## src/rtl/uart_pkg.sv

```systemverilog
// Purpose: shared constants for the serial transmit/receive datapath
// Assumes: byte-addressed register port, one 8-bit register per word
// Notes:   parity helper is shared by transmitter and receiver
package uart_pkg;

    // ------------------------------------------------------------------
    // register map
    // ------------------------------------------------------------------
    localparam int         ADDR_W      = 8;
    localparam int         DATA_W      = 8;
    localparam logic [7:0] OFS_MODE    = 8'h00;
    localparam logic [7:0] OFS_BAUD    = 8'h04;
    localparam logic [7:0] OFS_TXBUF   = 8'h08;
    localparam logic [7:0] OFS_RXBUF   = 8'h0C;
    localparam logic [7:0] OFS_TXSTAT  = 8'h10;
    localparam logic [7:0] OFS_ERRSTAT = 8'h14;

    // ------------------------------------------------------------------
    // reset values and divisor minimum
    // ------------------------------------------------------------------
    localparam logic [7:0] MODE_RESET  = 8'h01;
    localparam logic [7:0] BAUD_RESET  = 8'hFF;
    localparam logic [7:0] RXBUF_RESET = 8'hFF;
    localparam logic [7:0] BAUD_MIN    = 8'h04;

    // ------------------------------------------------------------------
    // field positions
    // ------------------------------------------------------------------
    localparam int MODE_POWER  = 7;
    localparam int MODE_TXEN   = 6;
    localparam int MODE_RXEN   = 5;
    localparam int MODE_PAR_HI = 4;
    localparam int MODE_PAR_LO = 3;
    localparam int MODE_CLEN8  = 2;
    localparam int MODE_STOP2  = 1;
    localparam int MODE_MERGE  = 0;
    localparam int TXST_FULL   = 1;
    localparam int TXST_SHIFT  = 0;
    localparam int ERR_PAR     = 2;
    localparam int ERR_FRAME   = 1;
    localparam int ERR_OVR     = 0;

    // ------------------------------------------------------------------
    // parity modes
    // ------------------------------------------------------------------
    localparam logic [1:0] PAR_NONE = 2'h0;
    localparam logic [1:0] PAR_ZERO = 2'h1;
    localparam logic [1:0] PAR_ODD  = 2'h2;
    localparam logic [1:0] PAR_EVEN = 2'h3;

    // parity bit for a 7- or 8-bit character
    function automatic logic par_bit(input logic [7:0] d,
                                     input logic       eight,
                                     input logic [1:0] mode);
        logic ones;
        ones = ^(eight ? d : {1'b0, d[6:0]});
        case (mode)
            PAR_ODD:  par_bit = ~ones;
            PAR_EVEN: par_bit = ones;
            default:  par_bit = 1'b0;
        endcase
    endfunction : par_bit

endpackage : uart_pkg

```

## src/rtl/baud_tick.sv

```systemverilog
// Purpose: half-bit tick divider, one per direction
// Assumes: divisor below the legal minimum is raised to it
// Notes:   counter sits at zero while not running
`timescale 1ns/10ps
`default_nettype none
module baud_tick #(
    parameter int W = 8
) (
    input  wire logic         clk_sys,
    input  wire logic         rst,
    input  wire logic         run,
    input  wire logic [W-1:0] divisor,
    output logic              tick
);
    logic [W-1:0] cnt;
    logic [W-1:0] lim;

    assign lim  = (divisor < W'(uart_pkg::BAUD_MIN)) ?
                  W'(uart_pkg::BAUD_MIN) : divisor;
    assign tick = run && (cnt == lim - W'(1));

    always_ff @(posedge clk_sys) begin
        if (rst || !run || tick) begin
            cnt <= '0;
        end else begin
            cnt <= cnt + W'(1);
        end
    end
endmodule : baud_tick
`default_nettype wire

```

## src/rtl/uart_txrx_datapath.sv

```systemverilog
// Purpose: asynchronous serial transmit and receive datapath
// Assumes: serial input synchronous to clk_sys; bit time is 2 x divisor
// Notes:   all outputs registered; interrupt lines are one-cycle pulses
//
// Implementation choices: the address map and the strobed register port.
`timescale 1ns/10ps
`default_nettype none
module uart_txrx_datapath (
    input  wire logic       clk_sys,
    input  wire logic       rst,
    input  wire logic [7:0] addr,
    input  wire logic [7:0] wr_data,
    input  wire logic       wr_en,
    input  wire logic       rd_en,
    output logic      [7:0] rd_data,
    input  wire logic       serial_input_pin,
    output logic            serial_output_pin,
    output logic            transmit_done_irq,
    output logic            receive_done_irq,
    output logic            receive_error_irq
);
    typedef enum logic [0:0] {TX_IDLE, TX_SHIFT} tx_state_t;
    typedef enum logic [1:0] {RX_IDLE, RX_START, RX_DATA} rx_state_t;

    logic [7:0]  serial_mode_register;
    logic [7:0]  baud_divisor_register;
    logic [7:0]  transmit_buffer;
    logic [11:0] transmit_shift_register;
    logic [7:0]  receive_shift_register;
    logic [7:0]  receive_buffer;
    logic [2:0]  receive_error_status;
    logic        buffer_full_flag;
    logic        shifting_flag;
    logic        tx_loaded;
    logic        rx_full;
    logic        rx_par;
    logic        rxd_q;
    logic        rxd_d;
    logic        tx_phase;
    logic        rx_phase;
    logic [3:0]  tx_left;
    logic [3:0]  rx_idx;
    tx_state_t   tx_state;
    rx_state_t   rx_state;
    logic        tx_tick;
    logic        rx_tick;

    // ------------------------------------------------------------------
    // decode
    // ------------------------------------------------------------------
    logic       wr_mode, wr_baud, wr_txbuf, rd_rxbuf, rd_err;
    logic       power, tx_on, rx_on, clen8, stop2, merge, par_on;
    logic [1:0] par_mode;

    assign power    = serial_mode_register[uart_pkg::MODE_POWER];
    assign tx_on    = power && serial_mode_register[uart_pkg::MODE_TXEN];
    assign rx_on    = power && serial_mode_register[uart_pkg::MODE_RXEN];
    assign clen8    = serial_mode_register[uart_pkg::MODE_CLEN8];
    assign stop2    = serial_mode_register[uart_pkg::MODE_STOP2];
    assign merge    = serial_mode_register[uart_pkg::MODE_MERGE];
    assign par_mode = serial_mode_register[uart_pkg::MODE_PAR_HI:
                                           uart_pkg::MODE_PAR_LO];
    assign par_on   = par_mode != uart_pkg::PAR_NONE;

    always_comb begin
        wr_mode  = 1'b0;
        wr_baud  = 1'b0;
        wr_txbuf = 1'b0;
        rd_rxbuf = 1'b0;
        rd_err   = 1'b0;
        if (addr == uart_pkg::OFS_MODE) begin
            wr_mode = wr_en;
        end else if (addr == uart_pkg::OFS_BAUD) begin
            wr_baud = wr_en;
        end else if (addr == uart_pkg::OFS_TXBUF) begin
            wr_txbuf = wr_en;
        end else if (addr == uart_pkg::OFS_RXBUF) begin
            rd_rxbuf = rd_en;
        end else if (addr == uart_pkg::OFS_ERRSTAT) begin
            rd_err = rd_en;
        end
    end

    // ------------------------------------------------------------------
    // configuration registers
    // ------------------------------------------------------------------
    always_ff @(posedge clk_sys) begin
        if (rst) begin
            serial_mode_register  <= uart_pkg::MODE_RESET;
            baud_divisor_register <= uart_pkg::BAUD_RESET;
        end else begin
            if (wr_mode) begin
                serial_mode_register <= wr_data;
            end
            if (wr_baud) begin
                baud_divisor_register <= wr_data;
            end
        end
    end

    // read data stands only in the cycle after the strobe
    always_ff @(posedge clk_sys) begin
        if (rst || !rd_en) begin
            rd_data <= 8'h00;
        end else if (addr == uart_pkg::OFS_MODE) begin
            rd_data <= serial_mode_register;
        end else if (addr == uart_pkg::OFS_BAUD) begin
            rd_data <= baud_divisor_register;
        end else if (addr == uart_pkg::OFS_TXBUF) begin
            rd_data <= transmit_buffer;
        end else if (addr == uart_pkg::OFS_RXBUF) begin
            rd_data <= receive_buffer;
        end else if (addr == uart_pkg::OFS_TXSTAT) begin
            rd_data <= {6'h00, buffer_full_flag, shifting_flag};
        end else if (addr == uart_pkg::OFS_ERRSTAT) begin
            rd_data <= {5'h00, receive_error_status};
        end else begin
            rd_data <= 8'h00;
        end
    end

    // ------------------------------------------------------------------
    // transmitter
    // ------------------------------------------------------------------
    baud_tick #(.W(8)) u_tx_tick (
        .clk_sys (clk_sys),
        .rst     (rst),
        .run     (tx_state == TX_SHIFT),
        .divisor (baud_divisor_register),
        .tick    (tx_tick)
    );

    logic        tx_load, tx_bit_end, tx_done;
    logic [11:0] tx_frame;
    logic [3:0]  tx_nbits;

    assign tx_load    = tx_on && tx_state == TX_IDLE && buffer_full_flag;
    assign tx_bit_end = tx_state == TX_SHIFT && tx_tick && tx_phase;
    assign tx_done    = tx_bit_end && tx_left == 4'h0;

    always_comb begin
        tx_frame    = 12'hFFF;
        tx_frame[0] = 1'b0;
        if (clen8) begin
            tx_frame[8:1] = transmit_buffer;
            tx_frame[9]   = par_on ? uart_pkg::par_bit(transmit_buffer,
                            1'b1, par_mode) : 1'b1;
        end else begin
            tx_frame[7:1] = transmit_buffer[6:0];
            tx_frame[8]   = par_on ? uart_pkg::par_bit(transmit_buffer,
                            1'b0, par_mode) : 1'b1;
        end
        tx_nbits = 4'h1 + (clen8 ? 4'h8 : 4'h7) + {3'h0, par_on}
                   + (stop2 ? 4'h2 : 4'h1);
    end

    always_ff @(posedge clk_sys) begin
        if (rst || !tx_on) begin
            tx_state                <= TX_IDLE;
            serial_output_pin       <= 1'b1;
            transmit_shift_register <= 12'hFFF;
            tx_left                 <= 4'h0;
            tx_phase                <= 1'b0;
        end else if (tx_load) begin
            tx_state                <= TX_SHIFT;
            transmit_shift_register <= tx_frame;
            serial_output_pin       <= 1'b0;
            tx_left                 <= tx_nbits - 4'h1;
            tx_phase                <= 1'b0;
        end else if (tx_state == TX_SHIFT && tx_tick) begin
            tx_phase <= ~tx_phase;
            if (tx_done) begin
                tx_state <= TX_IDLE;
            end else if (tx_phase) begin
                transmit_shift_register <= {1'b1,
                    transmit_shift_register[11:1]};
                serial_output_pin <= transmit_shift_register[1];
                tx_left           <= tx_left - 4'h1;
            end
        end
    end

    // buffer frees one cycle after the load, giving the 11 window
    always_ff @(posedge clk_sys) begin
        if (rst || !tx_on) begin
            buffer_full_flag  <= 1'b0;
            shifting_flag     <= 1'b0;
            tx_loaded         <= 1'b0;
            transmit_done_irq <= 1'b0;
        end else begin
            tx_loaded         <= tx_load;
            transmit_done_irq <= tx_done;
            if (tx_load) begin
                shifting_flag <= 1'b1;
            end else if (tx_done) begin
                shifting_flag <= buffer_full_flag;
            end
            if (wr_txbuf) begin
                buffer_full_flag <= 1'b1;
            end else if (tx_loaded) begin
                buffer_full_flag <= 1'b0;
            end
        end
    end

    // writes while disabled are dropped
    always_ff @(posedge clk_sys) begin
        if (rst) begin
            transmit_buffer <= 8'h00;
        end else if (wr_txbuf && tx_on) begin
            transmit_buffer <= wr_data;
        end
    end

    // ------------------------------------------------------------------
    // receiver
    // ------------------------------------------------------------------
    baud_tick #(.W(8)) u_rx_tick (
        .clk_sys (clk_sys),
        .rst     (rst),
        .run     (rx_state != RX_IDLE),
        .divisor (baud_divisor_register),
        .tick    (rx_tick)
    );

    logic       rx_sample, rx_commit, rx_pe, rx_fe, rx_err;
    logic [3:0] rx_nchar, rx_last;
    logic [7:0] rx_word;

    assign rx_nchar  = clen8 ? 4'h8 : 4'h7;
    assign rx_last   = rx_nchar + {3'h0, par_on};
    assign rx_sample = rx_state == RX_DATA && rx_tick && rx_phase;
    assign rx_commit = rx_sample && rx_idx == rx_last;
    assign rx_word   = clen8 ? receive_shift_register :
                       {1'b0, receive_shift_register[6:0]};
    assign rx_fe     = !rxd_q;
    assign rx_pe     = (par_mode == uart_pkg::PAR_ODD ||
                        par_mode == uart_pkg::PAR_EVEN) &&
                       uart_pkg::par_bit(rx_word, clen8, par_mode)
                       != rx_par;
    assign rx_err    = rx_pe || rx_fe || rx_full;

    always_ff @(posedge clk_sys) begin
        if (rst) begin
            rxd_q <= 1'b1;
            rxd_d <= 1'b1;
        end else begin
            rxd_q <= serial_input_pin | ~power;
            rxd_d <= rxd_q;
        end
    end

    always_ff @(posedge clk_sys) begin
        if (rst || !rx_on) begin
            rx_state               <= RX_IDLE;
            rx_phase               <= 1'b0;
            rx_idx                 <= 4'h0;
            rx_par                 <= 1'b0;
            receive_shift_register <= 8'h00;
        end else begin
            case (rx_state)
                RX_IDLE: begin
                    if (rxd_d && !rxd_q) begin
                        rx_state <= RX_START;
                    end
                end
                RX_START: begin
                    if (rx_tick) begin
                        rx_state <= rxd_q ? RX_IDLE : RX_DATA;
                        rx_phase <= 1'b0;
                        rx_idx   <= 4'h0;
                    end
                end
                default: begin
                    if (rx_tick) begin
                        rx_phase <= ~rx_phase;
                    end
                    if (rx_sample) begin
                        rx_idx <= rx_idx + 4'h1;
                        if (rx_idx < rx_nchar) begin
                            receive_shift_register[rx_idx[2:0]]
                                <= rxd_q;
                        end else if (!rx_commit) begin
                            rx_par <= rxd_q;
                        end
                        if (rx_commit) begin
                            rx_state <= RX_IDLE;
                        end
                    end
                end
            endcase
        end
    end

    // set beats the clearing read on every flag here
    always_ff @(posedge clk_sys) begin
        if (rst || !power) begin
            receive_buffer       <= uart_pkg::RXBUF_RESET;
            rx_full              <= 1'b0;
            receive_error_status <= 3'h0;
        end else begin
            if (rx_commit && !rx_full) begin
                receive_buffer <= rx_word;
            end
            rx_full <= (rx_full && !rd_rxbuf) || rx_commit;
            receive_error_status <=
                (rd_err ? 3'h0 : receive_error_status) |
                (rx_commit ? {rx_pe, rx_fe, rx_full} : 3'h0);
        end
    end

    always_ff @(posedge clk_sys) begin
        if (rst) begin
            receive_done_irq  <= 1'b0;
            receive_error_irq <= 1'b0;
        end else begin
            receive_done_irq  <= rx_commit && (!rx_err || merge);
            receive_error_irq <= rx_commit && rx_err && !merge;
        end
    end
endmodule : uart_txrx_datapath
`default_nettype wire

```

## config.mk

```make
export PLATFORM = sky130hd
export DESIGN_NAME = uart_txrx_datapath
export DESIGN_NICKNAME = d
export VERILOG_FILES = /design/src/rtl/uart_pkg.sv /design/src/rtl/baud_tick.sv /design/src/rtl/uart_txrx_datapath.sv
export SDC_FILE = /design/constraint.sdc
export NUM_CORES = 1
export LEC_CHECK = 0
export ABC_AREA = 1
export BUFFER_PORTS_ARGS = -buffer_cell sky130_fd_sc_hd__buf_4
export CAP_MARGIN = 20
export CORE_AREA = 2 2 107 213
export CTS_CLUSTER_DIAMETER = 200
export DETAILED_ROUTE_END_ITERATION = 7
export DIE_AREA = 0 0 109 215
export PLACE_DENSITY = 0.38
export SYNTH_ARGS = -nofsm -noshare
export SYNTH_HDL_FRONTEND = slang
export SYNTH_SLANG_ARGS = --single-unit
```

## constraint.sdc

```tcl
create_clock -name clk_sys -period 2.9 [get_ports clk_sys]
set_clock_uncertainty 0.1 [all_clocks]
set_input_delay 0.435 -clock clk_sys [delete_from_list [all_inputs] [get_ports clk_sys]]
set_output_delay 0.435 -clock clk_sys [all_outputs]
set_load 0.02 [all_outputs]
```

# Yosys cells after proc, flatten, opt, wreduce, memory -nomap -nowiden
# Index checks and enable logic that the tools add are counted.
# op_classes
add_sub_neg	10
n_bitwise	13
eq_ne	16
magnitude_cmp	4
n_reduce_logical	69
n_mux	69
# ops
operator	n
8-bit 2-to-1 mux	8
10-bit 2-to-1 mux	4
1-bit 2-to-1 mux	32
4-bit 2-to-1 mux	7
8-bit parity	3
1-bit logical AND	21
8-bit by 1-bit adder with 8-bit output, second input constant	2
8-bit by 4-bit equality test with 1-bit output, second input constant	2
8-bit by 5-bit equality test with 1-bit output, second input constant	2
8-bit equality test	2
2-bit nonzero test	7
1-bit logical OR	13
2-bit 2-to-1 mux	6
3-bit 2-to-1 mux	4
1-bit zero test	11
1-bit NOT	11
3-bit AND reduction	3
4-bit by 1-bit adder with 4-bit output	2
8-bit bitwise mux	1
8-bit by 3-bit equality test with 1-bit output, second input constant	1
8-bit zero test	1
8-bit by 3-bit less-than comparator with 1-bit output, second input constant	1
1-bit one-hot mux with 2 select lines	4
4-bit one-hot mux with 2 select lines	1
23 further kinds	32
# word_totals
output_inout_bits	12
ff_bits	101
in_bits	21
wordCells	208

# Logic depth before layout (Yosys ltp)
# logic_depth
word_depth	12
ltp_mapped	19
mapped_depth_nobuf	18

# Modules after synthesis
# Synthesis repeated with hierarchy kept, for this count alone.
# hier_totals
cells_unflattened	809
hier_area_um2	5550.3
# modules_own_cells
module	seq_area_each_um2	n_inst	cells_per_inst	area_each_um2
uart_txrx_datapath	1681.6	1	613	4244.1
baud_tick	160.2	2	98	653.1

# Worst setup path before layout
# No wires, ideal clock.
# synth_path
path_kind	register to register
from	register baud_divisor_register[4]
to	register transmit_shift_register[4]
period_less_slack_ns	2.592
required_ns	2.685
setup_time_ns	0.115
n_path_buf	2
t_arrival_ns	2.377
stages_incl_launch_ff	19
slack_ns	0.308
path_cell_list	dfxtp_1 -> buf_6 -> nor2_4 -> nand3_4 -> nand2_2 -> ha_1 -> inv_1 -> nor2_1 -> nand3_1 -> nand2_1 -> nand2_1 -> xor2_1 -> nor2_1 -> nand3_2 -> nor2_4 -> nand3_4 -> buf_6 -> a21oi_2 -> nand2_1
# synth_via
elab_chain_len	10
word_cells_on_any_way	11
classes_between	add/sub: 1; order compare: 1; eq/ne: 2; mux: 1; reduce/logical: 6
# synth_lines
item	line	text
start, declared	uart_txrx_datapath.sv:26	logic [7:0] baud_divisor_register;
start signal, assigned	uart_txrx_datapath.sv:90	baud_divisor_register <= uart_pkg::BAUD_RESET;
start signal, assigned	uart_txrx_datapath.sv:96	baud_divisor_register <= wr_data;
8-bit by 3-bit less-than comparator with 1-bit output	baud_tick.sv:18	assign lim = (divisor < W'(uart_pkg::BAUD_MIN)) ?
8-bit 2-to-1 mux (*)	baud_tick.sv:18	
8-bit by 1-bit subtractor with 8-bit output (*)	baud_tick.sv:20	assign tick = run && (cnt == lim - W'(1));
8-bit equality test (*)	baud_tick.sv:20	
1-bit logical AND (*)	baud_tick.sv:20	
1-bit logical AND (*)	uart_txrx_datapath.sv:138, uart_txrx_datapath.sv:170	
1-bit logical AND	uart_txrx_datapath.sv:138	assign tx_bit_end = tx_state == TX_SHIFT && tx_tick && tx_phase;
1-bit logical AND	uart_txrx_datapath.sv:139	assign tx_done = tx_bit_end && tx_left == 4'h0;
2-bit != test (no source line)	-	
3-bit AND reduction (no source line) (*)	-	
end signal, assigned	uart_txrx_datapath.sv:166	transmit_shift_register <= tx_frame;
end signal, assigned	uart_txrx_datapath.sv:175	transmit_shift_register <= {1'b1,
end, declared	uart_txrx_datapath.sv:28	logic [11:0] transmit_shift_register;
# Every way passes the cells marked *; elsewhere a longest branch is shown, timed or not.
# A chain may end at the register's enable or synchronous reset.

# Worst setup path after layout
# layout_path
from	register baud_divisor_register[3]
to	register receive_shift_register[4]
# layout_via
elab_chain_len	8
# layout_lines
item	line	text
8-bit by 3-bit less-than comparator with 1-bit output	baud_tick.sv:18	
8-bit 2-to-1 mux (*)	baud_tick.sv:18	
8-bit by 1-bit subtractor with 8-bit output (*)	baud_tick.sv:20	
8-bit equality test (*)	baud_tick.sv:20	
1-bit logical AND (*)	baud_tick.sv:20	
1-bit logical AND (*) (2 in series)	uart_txrx_datapath.sv:232	assign rx_sample = rx_state == RX_DATA && rx_tick && rx_phase;
3-bit AND reduction (no source line) (*)	-	
end signal, assigned	uart_txrx_datapath.sv:259	receive_shift_register <= 8'h00;
end, declared	uart_txrx_datapath.sv:29	logic [7:0] receive_shift_register;
# Marks and branches as above.

==> metrics.md <==
| Metric | Value |
|---|---|
| Status | `completed` |
| Post-Syn Area | `5380 µm²` |
| CTS Buf Count | `9` |
| Setup TNS | `0 ns` |
| Pwr Density | `421 nW/µm²` |
| Fmax | `387 MHz` |
| Ys flop type | `dfxtp_1` |
| Fin nets | `842` |
| Longest Clk Path Bufs | `2` |
| Cell taking the most area after synthesis | `dfxtp_1` |
| Drc violations | `0` |
| Worst-Skew Late Latency | `0.37 ns` |
| Crit path launch | `baud_divisor_register[3]$_SDFFE_PP1P_` |
| Synthesized instance count | `754` |
| Die Span Y | `215 µm` |
| Syn Area/Cell | `7.13 µm²` |
| IO Port Bufs | `32` |
| Vias in the first global route | `4,761` |
| Die area | `23,400 µm²` |
| Multiplexer share of the synthesized area | `0.186%` |
| EDFF count, synth | `0` |
| Clock tree sinks | `100` |
| Root Buffer Master | `clkbuf_16` |
| Post-synthesis sequential area ratio | `37.2%` |
| #FFs+latches synth | `100` |
| Initial Util | `24.6%` |
| Main combinational cell family by area after synthesis | `simple AND/OR/NAND/NOR gates` |
| Gr usage total | `14.4%` |
| Via count | `4,888` |
| Die width | `109 µm` |
| RSZ-0062 raised after global routing | `no` |
| Core area | `21,900 µm²` |
| Global placer's final weighted congestion | `0.791` |
| Final Max Tran Viols | `0` |
| Worst Path Arrival | `2.75 ns` |
| Leak pwr | `2.75 nW` |
| Ys Warns | `0` |
| Synth area leaders | `dfxtp_1 (37%), nand2_1 (11%), nand3_1 (6.3%), nor2_1 (6.2%), inv_1 (6.1%)` |
| CP Launch Type | `flip-flop` |
| DRT iter0 DRCs | `252` |
| Via density | `4.50` |
| ANT nets after route | `0` |
| ANT cells | `0` |
| Synth top area share | `37.2%` |
| TritonCTS clock tree | `done` |
| Least-Margin Pin Slew | `0.501 ns` |
| Kind of critical path | `flip-flop to flip-flop` |
| H-tree levels | `3` |
| Ports | `33` |
| Adder-Cell Fraction of Synth Area | `3.63%` |
| Synth Area in Compound Gates | `12.3%` |
| RR Startpoint | `baud_divisor_register[3]$_SDFFE_PP1P_` |
| Pre-Repair DR Iteration Count | `5` |
| Fillers | `2,400` |
| Post-layout minimum cycle time | `2.58 ns` |
| Max-slew headroom | `66.3%` |
| Worst Path Max Fanout | `8` |
| Grt ovf | `0` |
| Layout cells sized above 1 | `14.5%` |
| Post-Synth Simple-Gate Area | `32.6%` |
| Area Growth Syn to Fin | `19.5%` |
| HP Class | `input port to flip-flop` |
| Initial antenna violation count | `0` |
| Mapped Nets | `790` |
| Total Power | `0.00270 W` |
| Maximum VDD drop | `205 µV` |
| Worst Setup End Kind | `flip-flop` |
| Count of max-cap constraint violations | `0` |
| Final hold violation count | `0` |
| Clock-pin transition on the worst setup and hold timing paths | `0.07 ns` |
| Per-cell routed wire length | `15.0 µm` |
| Final setup vio count | `0` |
| Rows | `77` |
| Multi-input logic area | `2970 µm²` |
| First-pass GRT wire length | `25,700 µm` |
| Async set-reset flop share out of synthesis | `0%` |
| Yosys cell types | `46` |
| Largest net degree at the start of global routing | `22` |
| Storage cell area | `2010 µm²` |
| Xor/xnor share of the synthesized area | `5.68%` |
| Hpwl dp | `12,600 µm` |
| Fin crit share | `89.0%` |
| Total wire length | `16,300 µm` |
| Critical Path RT | `3.06 ns` |
| Hold path start | `serial_input_pin` |
state kept, by name (all words and copies together) (netlist names), 8 cells and up:
| signal | count |
|---|---|
| u_tx_tick.cnt | 8 |
| receive_shift_register | 8 |
| baud_divisor_register | 8 |
| receive_buffer | 8 |
| transmit_shift_register | 10 |
| transmit_buffer | 8 |
| rd_data | 8 |
| u_rx_tick.cnt | 8 |
| serial_mode_register | 8 |
where the power goes:
group	leakage [nW]	switching (W)	internal (W)	total [W]
clock	0.138	0.000568	0.000695	0.00126
combinational	1.81	0.0000398	0.0000270	0.0000668
sequential	0.805	0.000000682	0.00137	0.00137
final cells by class:
class	instances	area share (%)
clock buffers	11	3.78
clock inverters	5	0.954
inverters	94	5.53
multi-input cells	544	46.3
flip-flops and latches	100	31.2
well taps	276	5.38
repair buffers	57	6.86
critical path: stages, from the launching register on:
cell and delay, ns:
dfxtp_2 0.38, nor2_2 0.06, nand3_4 0.09, nand2_1 0.09
ha_4 0.18, inv_1 0.08, buf_4 0.14, nand3_1 0.10
nand3_1 0.12, nand2_1 0.07, nor2_2 0.16, nand3_2 0.11
nor2_4 0.12, nand4_1 0.21, nor2_4 0.27, nand3_1 0.09
nand2_1 0.08, nor2_1 0.04
Yosys cell counts (3+ instances only):
cell type / number
nor3b_1: 4
a31oi_1: 4
dfxtp_1: 100
o211ai_1: 10
clkbuf_1: 13
nor2_1: 89
inv_1: 88
nand2_2: 4
xor2_1: 20
ha_1: 14
nand3_1: 68
nor2_2: 5
inv_2: 4
nor2_4: 6
nor3_1: 9
xnor2_1: 13
a21oi_1: 45
nand3b_1: 6
o21ai_0: 33
nand2_1: 160
buf_6: 3
nand4_2: 4
a21oi_2: 5
nand4_1: 16
cells by family (layout without fill, tap and decap cells):
logic type / Yosys count / count (layout)
adder cells (fa/ha/maj): 15 / 15
AND/OR/NAND/NOR: 379 / 381
multiplexers: 1 / 1
XOR/XNOR: 34 / 34
AO/OA/AOI/OAI: 113 / 113
flip-flops: 100 / 100
buffers and inverters: 112 / 167
stage by stage:
stage | setup WS, ns | cell area (µm²) | hold slack, ns | utilization (%) | std cells
global route | 0.0556 | 6420 | 0.155 | 29.4 | 1087
detailed placement | 0.0324 | 6020 | 0.345 | 27.5 | 1065
CTS | 0.0211 | 6330 | 0.143 | 28.9 | 1081
floorplan | 0.308 | 5380 | 0.329 | - | 754
finish | 0.318 | 6420 | 0.155 | 29.4 | 1087
global placement | 0.0925 | 6020 | 0.346 | 27.5 | 1065
cell usage in the layout (no fill, tap or decap), types with 3 or more instances in the layout:
master,n
nand2_1,160
dfxtp_1,97
inv_1,88
nor2_1,86
nand3_1,68
buf_4,56
a21oi_1,45
o21ai_0,33
xor2_1,20
nand4_1,16
xnor2_1,13
ha_1,13
o211ai_1,10
nor3_1,9
clkbuf_16,9
nor2_2,8
nand3b_1,6
nor2_4,6
a21oi_2,5
nor3b_1,4
a31oi_1,4
nand2_2,4
nand4_2,4
nand3_4,3
inv_2,3
nand3_2,3
dfxtp_2,3
clkinvlp_4,3
layer usage:
metal | vias up | routed length, µm | track usage [%] | part of all wire (%)
met3 | 17 | 495 | 2.46 | 3.0
met2 | 66 | 7820 | 23.8 | 48
met1 | 2234 | 7670 | 18.6 | 47
met4 | 0 | 313 | 4.66 | 1.9
met5 | - | 0 | 0 | 0
li1 | 2571 | - | - | -
path summary, 6_finish.rpt:
| check | to | cells past startpoint | slack [ns] |
|---|---|---|---|
| worst min register to register | receive_buffer[7]$_SDFFE_PP1P_ | 2 | 0.36 |
| worst max register to register | receive_shift_register[4]$_SDFFE_PP0P_ | 17 | 0.32 |
| worst min-delay path | rxd_q$_SDFF_PP1_ | 2 | 0.15 |
| worst max-delay path | receive_shift_register[4]$_SDFFE_PP0P_ | 17 | 0.32 |
repair_timing:
item	in CTS	in global routing
endpoints found under the setup margin	0	32
hold buffers	0	0
resized for setup	0	9
buffers inserted	0	4
Power figures use the tool's default switching activity.
